[config.mk]
export PLATFORM = sky130hd
export DESIGN_NAME = phynp_regs
export DESIGN_NICKNAME = d
export VERILOG_FILES = /design/src/phynp_pkg.sv /design/src/phynp_interval_timer.sv /design/src/phynp_regs.sv
export VERILOG_INCLUDE_DIRS = /design/src /design/src/src
export SDC_FILE = /design/constraint.sdc
export NUM_CORES = 1
export LEC_CHECK = 0
export BUFFER_PORTS_ARGS = -buffer_cell sky130_fd_sc_hd__buf_2
export CAP_MARGIN = 30
export CELL_PAD_IN_SITES_DETAIL_PLACEMENT = 0
export CELL_PAD_IN_SITES_GLOBAL_PLACEMENT = 1
export CORE_AREA = 2 2 144 175
export DETAILED_ROUTE_END_ITERATION = 10
export DIE_AREA = 0 0 146 177
export PLACE_DENSITY = 0.81
export SLEW_MARGIN = 30
export SYNTH_ARGS = -nofsm -noshare
export SYNTH_HDL_FRONTEND = slang
export SYNTH_HIERARCHICAL = 1
export SYNTH_SLANG_ARGS = --single-unit
[constraint.sdc]
create_clock -name mclk -period 4.7 [get_ports mclk]
set_input_delay 0.47 -clock mclk [delete_from_list [all_inputs] [get_ports mclk]]
set_output_delay 0.47 -clock mclk [all_outputs]
set_load 0.05 [all_outputs]
[src/phynp_params.svh]
// constants for the next-page / mmd / energy-detect register bank
// assumes a 100 MHz mclk; included by bare name from phynp_regs only
`ifndef PHYNP_PARAMS_SVH
`define PHYNP_PARAMS_SVH

// register indices, byte address is four times the index
`define PHYNP_IDX_NP_RX 6'h08
`define PHYNP_IDX_MMD_CTL 6'h0d
`define PHYNP_IDX_MMD_AD 6'h0e
`define PHYNP_IDX_ENERGY_DETECT_POWER_DOWN_CFG 6'h10
`define PHYNP_IDX_MODE 6'h11

// field positions
`define PHYNP_NP_NEXT_BIT 15
`define PHYNP_NP_ACK_BIT 14
`define PHYNP_NP_MSG_BIT 13
`define PHYNP_NP_ACK2_BIT 12
`define PHYNP_NP_TOGGLE_BIT 11
`define PHYNP_MMD_FUNC_HI 15
`define PHYNP_MMD_FUNC_LO 14
`define PHYNP_MMD_DEV_HI 4
`define PHYNP_CFG_TXEN_BIT 15
`define PHYNP_CFG_TXIVL_LO 13
`define PHYNP_CFG_SINGLE_BIT 12
`define PHYNP_CFG_RXIVL_LO 10
`define PHYNP_CFG_INDEP_BIT 3
`define PHYNP_MODE_ENERGY_DETECT_POWER_DOWN_BIT 13

// reset values and function codes
`define PHYNP_FUNC_ADDR 2'h0
`define PHYNP_FUNC_DATA 2'h1
`define PHYNP_REG_RST 16'h0000

// timing
`define PHYNP_CLK_MHZ 100
`define PHYNP_TX_IVL0_MS 1000
`define PHYNP_TX_IVL1_MS 768
`define PHYNP_TX_IVL2_MS 512
`define PHYNP_TX_IVL3_MS 256
`define PHYNP_RX_IVL0_MS 64
`define PHYNP_RX_IVL1_MS 256
`define PHYNP_RX_IVL2_MS 512
`define PHYNP_RX_IVL3_MS 1000

`endif

[src/phynp_pkg.sv]
// types shared by the register bank and its interval timer
// assumes phynp_params.svh is on the include path
package phynp_pkg;

	// wishbone bus-state sequencer
	typedef enum logic [1:0] {
		PHYNP_BUS_IDLE = 2'b00,
		PHYNP_BUS_MMD = 2'b01,
		PHYNP_BUS_ACK = 2'b10
	} phynp_bus_state_t;

	// classic wishbone request from the master
	typedef struct packed {
		logic cyc;
		logic stb;
		logic we;
		logic [7:0] adr;
		logic [3:0] sel;
		logic [31:0] dat;
	} phynp_wb_req_t;

	// request into the internal mmd register space
	typedef struct packed {
		logic req;
		logic we;
		logic [4:0] dev;
		logic [15:0] addr;
		logic [15:0] wdata;
		logic [1:0] be;
	} phynp_mmd_req_t;

	// partner next page fields as captured
	typedef struct packed {
		logic next_page;
		logic message_page;
		logic ack2;
		logic toggle;
		logic [10:0] code;
	} phynp_np_t;

	// energy-detect settings kept over soft reset
	typedef struct packed {
		logic tx_en;
		logic [1:0] tx_ivl;
		logic single_wake;
		logic [1:0] rx_ivl;
		logic indep;
	} phynp_energy_detect_power_down_cfg_t;

endpackage : phynp_pkg

[src/phynp_interval_timer.sv]
// free-running interval timer that pulses once per limit cycles
// assumes limit is at least one and changes only while stopped or between periods
`timescale 1ns/1ps
module phynp_interval_timer
	import phynp_pkg::*;
(
	// clock and reset
	input wire logic mclk,
	input wire logic rstn,
	// control
	input wire logic restart,
	input wire logic run,
	input wire logic [27:0] limit,
	// event
	output logic expired
);

	logic [27:0] count;
	logic [27:0] next_count;
	logic next_expired;

	// count up, wrap on the limit; a stopped timer sits at zero
	always_comb begin
		next_count = count;
		next_expired = 1'b0;
		if (restart || !run) begin
			next_count = 28'h0000000;
		end else if (count >= limit - 28'h0000001) begin
			next_count = 28'h0000000;
			next_expired = 1'b1;
		end else begin
			next_count = count + 28'h0000001;
		end
	end

	always_ff @(posedge mclk or negedge rstn) begin
		if (!rstn) begin
			count <= 28'h0000000;
			expired <= 1'b0;
		end else begin
			count <= next_count;
			expired <= next_expired;
		end
	end

endmodule : phynp_interval_timer

[src/phynp_regs.sv]
// next-page receive, indirect mmd access and energy-detect power-down registers
// assumes a classic wishbone master on mclk, link code words and mmd answers on mclk,
// and an asynchronous receive link pulse from the line side
//
// Functional notes
// - acknowledge bit 14 set once word arrives
// - next page, message, ack2, code fields read-only
// - toggle bit 11 shows inverse of previous
// - function field 15:14 selects address or data
// - device select 4:0 picks target mmd
// - address mode: register holds mmd address
// - data mode moves data, no increment
// - send link pulses only when power-down active
// - transmit interval 1s/768/512/256 ms
// - wake on one pulse or pulse pair
// - receive pair gap 64/256/512 ms/1s
// - independent mode or both ports down
// - kept fields survive soft reset
// - mode bit 13 enables energy-detect power-down
//
// Chosen here: the Wishbone register port.
`timescale 1ns/1ps
`include "phynp_params.svh"
module phynp_regs
	import phynp_pkg::*;
#(
	parameter int unsigned MS_CYC = `PHYNP_CLK_MHZ * 1000
)
(
	// clock and reset
	input wire logic mclk,
	input wire logic rstn,
	// phy resets, one-cycle pulses on mclk
	input wire logic soft_rst,
	input wire logic phy_rst,
	// wishbone slave
	input wire phynp_wb_req_t wb_i,
	output logic [31:0] wb_dat_o,
	output logic wb_ack_o,
	// received link code words from auto-negotiation
	input wire logic lcw_valid,
	input wire logic [15:0] lcw_word,
	// internal mmd space
	output phynp_mmd_req_t mmd_o,
	input wire logic mmd_ack_i,
	input wire logic [15:0] mmd_rdata_i,
	// energy-detect power-down
	input wire logic energy_detect_power_down_state,
	input wire logic other_port_down,
	input wire logic rx_nlp_pin,
	output logic energy_detect_powerdown_enable,
	output logic tx_nlp,
	output logic wake
);

	localparam logic [27:0] TX_CYC0 = 28'(`PHYNP_TX_IVL0_MS * MS_CYC);
	localparam logic [27:0] TX_CYC1 = 28'(`PHYNP_TX_IVL1_MS * MS_CYC);
	localparam logic [27:0] TX_CYC2 = 28'(`PHYNP_TX_IVL2_MS * MS_CYC);
	localparam logic [27:0] TX_CYC3 = 28'(`PHYNP_TX_IVL3_MS * MS_CYC);
	localparam logic [27:0] RX_CYC0 = 28'(`PHYNP_RX_IVL0_MS * MS_CYC);
	localparam logic [27:0] RX_CYC1 = 28'(`PHYNP_RX_IVL1_MS * MS_CYC);
	localparam logic [27:0] RX_CYC2 = 28'(`PHYNP_RX_IVL2_MS * MS_CYC);
	localparam logic [27:0] RX_CYC3 = 28'(`PHYNP_RX_IVL3_MS * MS_CYC);

	// register state
	phynp_bus_state_t state, next_state;
	phynp_np_t np, next_np;
	logic np_ack, next_np_ack;
	logic [1:0] mmd_func, next_mmd_func;
	logic [4:0] mmd_device_select, next_mmd_device_select;
	logic [15:0] mmd_ad, next_mmd_ad;
	phynp_energy_detect_power_down_cfg_t cfg, next_cfg;
	logic next_energy_detect_power_down_en;
	logic [31:0] next_wb_dat;
	logic next_wb_ack;
	phynp_mmd_req_t next_mmd;

	// energy-detect state
	logic rx_sync1, rx_sync2, rx_prev;
	logic rx_edge;
	logic armed, next_armed;
	logic next_wake, next_tx_nlp;
	logic tx_active, listen;
	logic tx_expired, rx_expired;
	logic [27:0] tx_limit, rx_limit;

	// bus decode helpers
	logic hit;
	logic [5:0] idx;
	logic [15:0] rd16;
	logic [15:0] wr16;

	// merge written byte lanes over the current value
	function automatic logic [15:0] merge16(input logic [15:0] old, input logic [15:0] din,
		input logic [1:0] be);
		logic [15:0] res;
		res = old;
		if (be[0]) begin
			res[7:0] = din[7:0];
		end
		if (be[1]) begin
			res[15:8] = din[15:8];
		end
		return res;
	endfunction : merge16

	assign hit = wb_i.cyc && wb_i.stb;
	assign idx = wb_i.adr[7:2];

	// read view of the addressed register; unmapped and reserved bits read zero
	always_comb begin
		rd16 = 16'h0000;
		if (idx == `PHYNP_IDX_NP_RX) begin
			rd16 = {np.next_page, np_ack, np.message_page, np.ack2, np.toggle, np.code};
		end else if (idx == `PHYNP_IDX_MMD_CTL) begin
			rd16 = {mmd_func, 9'h000, mmd_device_select};
		end else if (idx == `PHYNP_IDX_MMD_AD) begin
			rd16 = mmd_ad;
		end else if (idx == `PHYNP_IDX_ENERGY_DETECT_POWER_DOWN_CFG) begin
			rd16 = {cfg.tx_en, cfg.tx_ivl, cfg.single_wake, cfg.rx_ivl, 6'h00, cfg.indep, 3'h0};
		end else if (idx == `PHYNP_IDX_MODE) begin
			rd16 = {2'h0, energy_detect_powerdown_enable, 13'h0000};
		end
	end

	assign wr16 = merge16(rd16, wb_i.dat[15:0], wb_i.sel[1:0]);

	// bus sequencer, register writes, resets and next-page capture
	always_comb begin
		next_state = state;
		next_np = np;
		next_np_ack = np_ack;
		next_mmd_func = mmd_func;
		next_mmd_device_select = mmd_device_select;
		next_mmd_ad = mmd_ad;
		next_cfg = cfg;
		next_energy_detect_power_down_en = energy_detect_powerdown_enable;
		next_wb_dat = wb_dat_o;
		next_wb_ack = 1'b0;
		next_mmd = mmd_o;
		case (state)
			PHYNP_BUS_IDLE: begin
				if (hit) begin
					if (idx == `PHYNP_IDX_MMD_AD && mmd_func != `PHYNP_FUNC_ADDR) begin
						// data access goes to the stored address, which stays put
						next_mmd.req = 1'b1;
						next_mmd.we = wb_i.we;
						next_mmd.dev = mmd_device_select;
						next_mmd.addr = mmd_ad;
						next_mmd.wdata = wb_i.dat[15:0];
						next_mmd.be = wb_i.sel[1:0];
						next_state = PHYNP_BUS_MMD;
					end else begin
						next_wb_dat = {16'h0000, rd16};
						next_wb_ack = 1'b1;
						next_state = PHYNP_BUS_ACK;
						if (wb_i.we) begin
							if (idx == `PHYNP_IDX_MMD_CTL) begin
								next_mmd_func = wr16[`PHYNP_MMD_FUNC_HI:`PHYNP_MMD_FUNC_LO];
								next_mmd_device_select = wr16[`PHYNP_MMD_DEV_HI:0];
							end else if (idx == `PHYNP_IDX_MMD_AD) begin
								next_mmd_ad = wr16;
							end else if (idx == `PHYNP_IDX_ENERGY_DETECT_POWER_DOWN_CFG) begin
								next_cfg.tx_en = wr16[`PHYNP_CFG_TXEN_BIT];
								next_cfg.tx_ivl = wr16[`PHYNP_CFG_TXIVL_LO+1:`PHYNP_CFG_TXIVL_LO];
								next_cfg.single_wake = wr16[`PHYNP_CFG_SINGLE_BIT];
								next_cfg.rx_ivl = wr16[`PHYNP_CFG_RXIVL_LO+1:`PHYNP_CFG_RXIVL_LO];
								next_cfg.indep = wr16[`PHYNP_CFG_INDEP_BIT];
							end else if (idx == `PHYNP_IDX_MODE) begin
								next_energy_detect_power_down_en = wr16[`PHYNP_MODE_ENERGY_DETECT_POWER_DOWN_BIT];
							end
						end
					end
				end
			end
			PHYNP_BUS_MMD: begin
				// hold the request until the mmd space answers
				if (mmd_ack_i) begin
					next_mmd.req = 1'b0;
					next_wb_dat = {16'h0000, mmd_o.we ? 16'h0000 : mmd_rdata_i};
					next_wb_ack = 1'b1;
					next_state = PHYNP_BUS_ACK;
				end
			end
			PHYNP_BUS_ACK: begin
				next_state = PHYNP_BUS_IDLE;
			end
			default: begin
				next_state = PHYNP_BUS_IDLE;
			end
		endcase
		// soft reset clears every register field except the kept energy-detect settings; bus state and a pending mmd request run on
		if (soft_rst || phy_rst) begin
			next_np = '0;
			next_np_ack = 1'b0;
			next_mmd_func = `PHYNP_FUNC_ADDR;
			next_mmd_device_select = 5'h00;
			next_mmd_ad = `PHYNP_REG_RST;
			next_energy_detect_power_down_en = 1'b0;
		end
		if (phy_rst) begin
			next_cfg = '0;
		end
		// a word arriving alongside a reset is still captured
		if (lcw_valid) begin
			next_np.next_page = lcw_word[`PHYNP_NP_NEXT_BIT];
			next_np.message_page = lcw_word[`PHYNP_NP_MSG_BIT];
			next_np.ack2 = lcw_word[`PHYNP_NP_ACK2_BIT];
			next_np.toggle = lcw_word[`PHYNP_NP_TOGGLE_BIT];
			next_np.code = lcw_word[10:0];
			next_np_ack = 1'b1;
		end
	end

	always_ff @(posedge mclk or negedge rstn) begin
		if (!rstn) begin
			state <= PHYNP_BUS_IDLE;
			np <= '0;
			np_ack <= 1'b0;
			mmd_func <= `PHYNP_FUNC_ADDR;
			mmd_device_select <= 5'h00;
			mmd_ad <= `PHYNP_REG_RST;
			cfg <= '0;
			energy_detect_powerdown_enable <= 1'b0;
			wb_dat_o <= 32'h00000000;
			wb_ack_o <= 1'b0;
			mmd_o <= '0;
		end else begin
			state <= next_state;
			np <= next_np;
			np_ack <= next_np_ack;
			mmd_func <= next_mmd_func;
			mmd_device_select <= next_mmd_device_select;
			mmd_ad <= next_mmd_ad;
			cfg <= next_cfg;
			energy_detect_powerdown_enable <= next_energy_detect_power_down_en;
			wb_dat_o <= next_wb_dat;
			wb_ack_o <= next_wb_ack;
			mmd_o <= next_mmd;
		end
	end

	// interval selection for both timers
	always_comb begin
		case (cfg.tx_ivl)
			2'h0: tx_limit = TX_CYC0;
			2'h1: tx_limit = TX_CYC1;
			2'h2: tx_limit = TX_CYC2;
			default: tx_limit = TX_CYC3;
		endcase
		case (cfg.rx_ivl)
			2'h0: rx_limit = RX_CYC0;
			2'h1: rx_limit = RX_CYC1;
			2'h2: rx_limit = RX_CYC2;
			default: rx_limit = RX_CYC3;
		endcase
	end

	// shared mode needs the other port down too; software is expected to set independent mode
	assign tx_active = cfg.tx_en && energy_detect_powerdown_enable && energy_detect_power_down_state
		&& (cfg.indep || other_port_down);
	assign listen = energy_detect_powerdown_enable && energy_detect_power_down_state;
	assign rx_edge = rx_sync2 && !rx_prev;

	phynp_interval_timer u_tx_timer (
		.mclk(mclk),
		.rstn(rstn),
		.restart(1'b0),
		.run(tx_active),
		.limit(tx_limit),
		.expired(tx_expired)
	);

	// window opens on the first pulse and closes after the selected gap
	phynp_interval_timer u_rx_timer (
		.mclk(mclk),
		.rstn(rstn),
		.restart(rx_edge),
		.run(armed),
		.limit(rx_limit),
		.expired(rx_expired)
	);

	// wake detection and pulse issue
	always_comb begin
		next_armed = armed;
		next_wake = 1'b0;
		next_tx_nlp = tx_expired && tx_active;
		if (!listen) begin
			next_armed = 1'b0;
		end else if (rx_edge) begin
			if (cfg.single_wake || armed) begin
				next_wake = 1'b1;
				next_armed = 1'b0;
			end else begin
				next_armed = 1'b1;
			end
		end else if (rx_expired) begin
			next_armed = 1'b0;
		end
	end

	// the line pulse is asynchronous, so it crosses two flops before the edge detector
	always_ff @(posedge mclk or negedge rstn) begin
		if (!rstn) begin
			rx_sync1 <= 1'b0;
			rx_sync2 <= 1'b0;
			rx_prev <= 1'b0;
			armed <= 1'b0;
			wake <= 1'b0;
			tx_nlp <= 1'b0;
		end else begin
			rx_sync1 <= rx_nlp_pin;
			rx_sync2 <= rx_sync1;
			rx_prev <= rx_sync2;
			armed <= next_armed;
			wake <= next_wake;
			tx_nlp <= next_tx_nlp;
		end
	end

endmodule : phynp_regs

==> results.md <==
- Summed instance area of the synthesized netlist: ~0.011 mm²
- Vias in the first global route: between 8000 and 9000
- Yosys warning total: 6
- Critical path buffers and inverters: 2
- Switching fraction of total power: between 20 and 30%
- Combinational Power Share: just under 10%
- Cts bufs inserted: 17
- Most common cell on crit path: sky130_fd_sc_hd__ha_1
- HP Class: input port to async pin
- PD cells: 270 mW/mm²
- Setup repair after global routing missed its margin: no
- Initial Util: between 40 and 50%
- Element type at the critical path end: flip-flop
- Clk Tree Root Cell: sky130_fd_sc_hd__clkbuf_16
- CTS sink count: between 150 and 200
- Worst stage delay on the critical path: ~0.55 ns
- Maximum count of clock buffers along a single path: 2
- Global-route wire length before repair: around 43000 µm
- Placed instance count: approximately 1600
- Total of flip-flops plus latches after synthesis: roughly 170
- Outcome: finished, final reports clean
- Antenna-violating nets left: 0
- Worst-skew pair later-pin latency: around 0.44 ns
- Overall track demand over capacity in global routing: a little over a fifth
- Peak supply drop: approximately 0.00025 V
- Transition time of the tightest slew-check pin: 0.861 ns
- Number of violations of the max-capacitance limit: 0
- Post-CTS Setup Inserts: 0
- Antenna violations before repair: 3
- Category of the most critical setup path: flip-flop to flip-flop
- Biggest fanout along the worst timing path: 24
- Sw power: a little under 1000 µW
- Pin count of the biggest net entering global routing: between 100 and 150
- Per-instance average area after synthesis: about 10 µm²
- Final setup skew: about 0.016 ns
- Die area: between 0.02 and 0.03 mm²
- Sequential share of the synthesized area: 39.9%
- Std-Cell Rows: 63
- Fill count: around 2300
- Signal arrival time at the worst endpoint: 4.65 ns
- Area of the multi-input gates: 0.00632 mm²
- Final std cell area, no fill: 0.0125 mm²
- Routability cong.: 0.821
- Most used DFF post-synth: sky130_fd_sc_hd__dfrtp_1
- Number of remaining DRC errors: 0
- Routed wire length: between 20000 and 30000 µm
- Congestion Overflow GR: 0
- Diodes inserted: 0
- Cell internal pwr: approximately 2400 µW
- Critical Path, Cell by Cell: inv_1 > ha_1 > or4_4 > or3_4 > or3_1 > nor4_4 > xnor2_1 > ha_1 > nand4_1 > nor4_2 > nand2_1 > a31oi_2 > buf_12 > nor4_1
- Relative slew margins: a little over two fifths
- Per-cell via count in the routed design: ~5.3
- Post-Route Setup TNS: 0 ns
- Synth async-reset ratio: between 90% and 100%
- Final count of hold timing violations: 0
- Number of H-tree levels: 4
- Sequential cell area in the final layout: ~0.0043 mm²
- Number of top-level design ports: ~170
- Startpoint types: flip-flop
- Critical path's top delay family: simple AND/OR/NAND/NOR gates
- Maximum clock rate: about 230 MHz
- Instance area after placement: 0.0119 mm²
- Share of the cycle needed by the critical path after routing: slightly above 90%
- Count of input and output buffers: approximately 130
- Total number of vias: approximately 8500
- Detailed placer's ending HPWL: a little under 20000 µm
- Finish-stage setup viols: 0
- Net count reported at finish: between 1000 and 1500
- Finished Layout Cells: 1598
- Post-route minimum period: about 4.4 ns
- Fraction of layout instances using a drive strength above 1: a little over a fifth
- Syn-to-layout area delta: 17.1%
- Crit-path slowest cell: sky130_fd_sc_hd__or4_4
- Die X: about 150 µm
- Post-CTS clock slew at the launch and capture registers of the worst setup and hold paths: 0.08 ns
- Sequential share of power: between 40 and 50%
- Number of slew-limit violations in the final report: 0
- Die height: 177 µm
- TritonCTS clock tree: done
- Post-Syn Instances: about 1100
- Most frequent standard cell in the layout excluding fill and tap cells: sky130_fd_sc_hd__dfrtp_1
- Total iterations of the first detailed-routing run: 5
- DRT iter0 DRCs: between 400 and 500
- Core outline area: ~0.024 mm²
- Required arrival time at the worst endpoint: roughly 5.0 ns
- Count of cell types in the netlist: between 80 and 90
- Leakage power: 0.00568 µW
- Number of synthesized flops with an enable pin: 0
- Clk pwr share: 45.2%
- Most used cells in the layout excluding fill and tap cells: 171 x sky130_fd_sc_hd__dfrtp_1, 126 x sky130_fd_sc_hd__buf_2, 96 x sky130_fd_sc_hd__conb_1, 86 x sky130_fd_sc_hd__nand2_1, 68 x sky130_fd_sc_hd__xnor2_1
- Wirelength per Cell: roughly 17 µm
==> layout make-up <==
class                           count  area share, %
Tap cell                          325           3.24
Clock buffer                       17           3.39
Multi-Input combinational cell    903           50.4
Clock inverter                     15           1.74
Sequential cell                   171           34.1
Inverter                           26          0.778
Timing Repair Buffer              141           6.37
==> power by group through the flow <==
stage	combinational, µW	sequential [µW]	clock, µW
after global routing	368	1530	1640
after CTS	337	1520	1570
after global placement	332	1550	0
final	336	1520	1530
after floorplan	155	1630	0
after detailed placement	336	1550	0
==> synthesized netlist by cell type (7+ instances only) <==
master	n	area (µm²)
sky130_fd_sc_hd__dfrtp_1	171	4280
sky130_fd_sc_hd__nand2_1	86	323
sky130_fd_sc_hd__xnor2_1	68	596
sky130_fd_sc_hd__ha_1	67	838
sky130_fd_sc_hd__nor4_1	65	407
sky130_fd_sc_hd__a21oi_1	49	245
sky130_fd_sc_hd__nor2_1	49	184
sky130_fd_sc_hd__mux2_2	46	518
sky130_fd_sc_hd__xor2_1	35	307
sky130_fd_sc_hd__nand3_1	34	170
sky130_fd_sc_hd__o21ai_0	32	160
sky130_fd_sc_hd__nor3_1	31	155
sky130_fd_sc_hd__inv_1	26	97.6
sky130_fd_sc_hd__clkbuf_1	25	93.8
sky130_fd_sc_hd__nor2b_1	22	138
sky130_fd_sc_hd__nand4_1	19	119
sky130_fd_sc_hd__buf_4	18	135
sky130_fd_sc_hd__a22oi_1	17	128
sky130_fd_sc_hd__o21a_1	14	105
sky130_fd_sc_hd__buf_2	13	65.1
sky130_fd_sc_hd__o211ai_1	13	97.6
sky130_fd_sc_hd__nand2b_1	12	75.1
sky130_fd_sc_hd__nor3b_1	10	75.1
sky130_fd_sc_hd__or3_1	9	56.3
sky130_fd_sc_hd__or4_1	9	67.6
sky130_fd_sc_hd__nand3b_1	8	60.1
sky130_fd_sc_hd__and3_1	7	43.8
==> logic make-up after synthesis <==
group | Yosys count | synth area share (%)
AND/OR/NAND/NOR | 408 | 22.5
AO/OA/AOI/OAI | 181 | 11.6
flip-flops | 171 | 39.9
XOR/XNOR | 103 | 8.42
buffers and inverters | 95 | 4.59
adder cells (fa/ha/maj) | 67 | 7.83
multiplexers | 48 | 5.05
other | 1 | 0.0350
==> worst reg2reg max path, stage by stage (launching register included) <==
cell and delay, ns:
sky130_fd_sc_hd__dfrtp_1 0.46, sky130_fd_sc_hd__inv_1 0.14, sky130_fd_sc_hd__ha_1 0.26, sky130_fd_sc_hd__or4_4 0.55
sky130_fd_sc_hd__or3_4 0.35, sky130_fd_sc_hd__or3_1 0.54, sky130_fd_sc_hd__nor4_4 0.28, sky130_fd_sc_hd__xnor2_1 0.10
sky130_fd_sc_hd__ha_1 0.31, sky130_fd_sc_hd__nand4_1 0.17, sky130_fd_sc_hd__nor4_2 0.38, sky130_fd_sc_hd__nand2_1 0.14
sky130_fd_sc_hd__a31oi_2 0.24, sky130_fd_sc_hd__buf_12 0.21, sky130_fd_sc_hd__nor4_1 0.09
==> repair_timing <==
item,CTS,global route
resized for setup,0,1
setup endpoints to repair,0,29
hold buffers,0,0
==> routing by layer <==
metal,track usage [%],routed length [µm],vias up
met3,4.92,1290,32
met4,6.11,517,4
met1,25.8,11500,4070
met5,0,31,-
li1,-,-,4197
met2,36.3,13100,194
==> through the flow <==
step,hold WS [ns],total power [µW],utilization (%),worst slack [ns]
5_1_grt,0.140,3530,51.7,0.0730
2_1_floorplan,0.174,1780,-,0.506
6_report,0.112,3390,51.7,0.347
4_1_cts,0.140,3430,51.6,0.274
3_5_place_dp,0.346,1890,49.0,0.304
3_3_place_gp,0.338,1880,49.0,0.372
==> final timing paths <==
check                                   startpoint                              to  slack [ns]  depth (start not counted)
worst max-delay path            cfg[1]$_DFFE_PN0P_  u_rx_timer/count[25]$_DFF_PN0_        0.35                         14
worst min-delay path                          rstn           mmd_ad[1]$_DFFE_PN0P_        0.11                          1
worst max register to register  cfg[1]$_DFFE_PN0P_  u_rx_timer/count[25]$_DFF_PN0_        0.35                         14
worst min register to register  rx_sync1$_DFF_PN0_              rx_sync2$_DFF_PN0_        0.35                          0
max in group asynchronous                     rstn  u_tx_timer/count[18]$_DFF_PN0_        3.53                          2
min in group mclk                       rx_nlp_pin              rx_sync1$_DFF_PN0_        0.15                          1
==> flip-flops by register name, indices dropped and copies added, names as in the netlist, 2 cells and up <==
name	cells
cfg	7
u_rx_timer/count	28
u_tx_timer/count	28
np	15
state	2
mmd_func	2
mmd_ad	16
mmd_o	41
wb_dat_o	16
mmd_device_select	5
No activity file was read; power rests on OpenSTA's default activity.
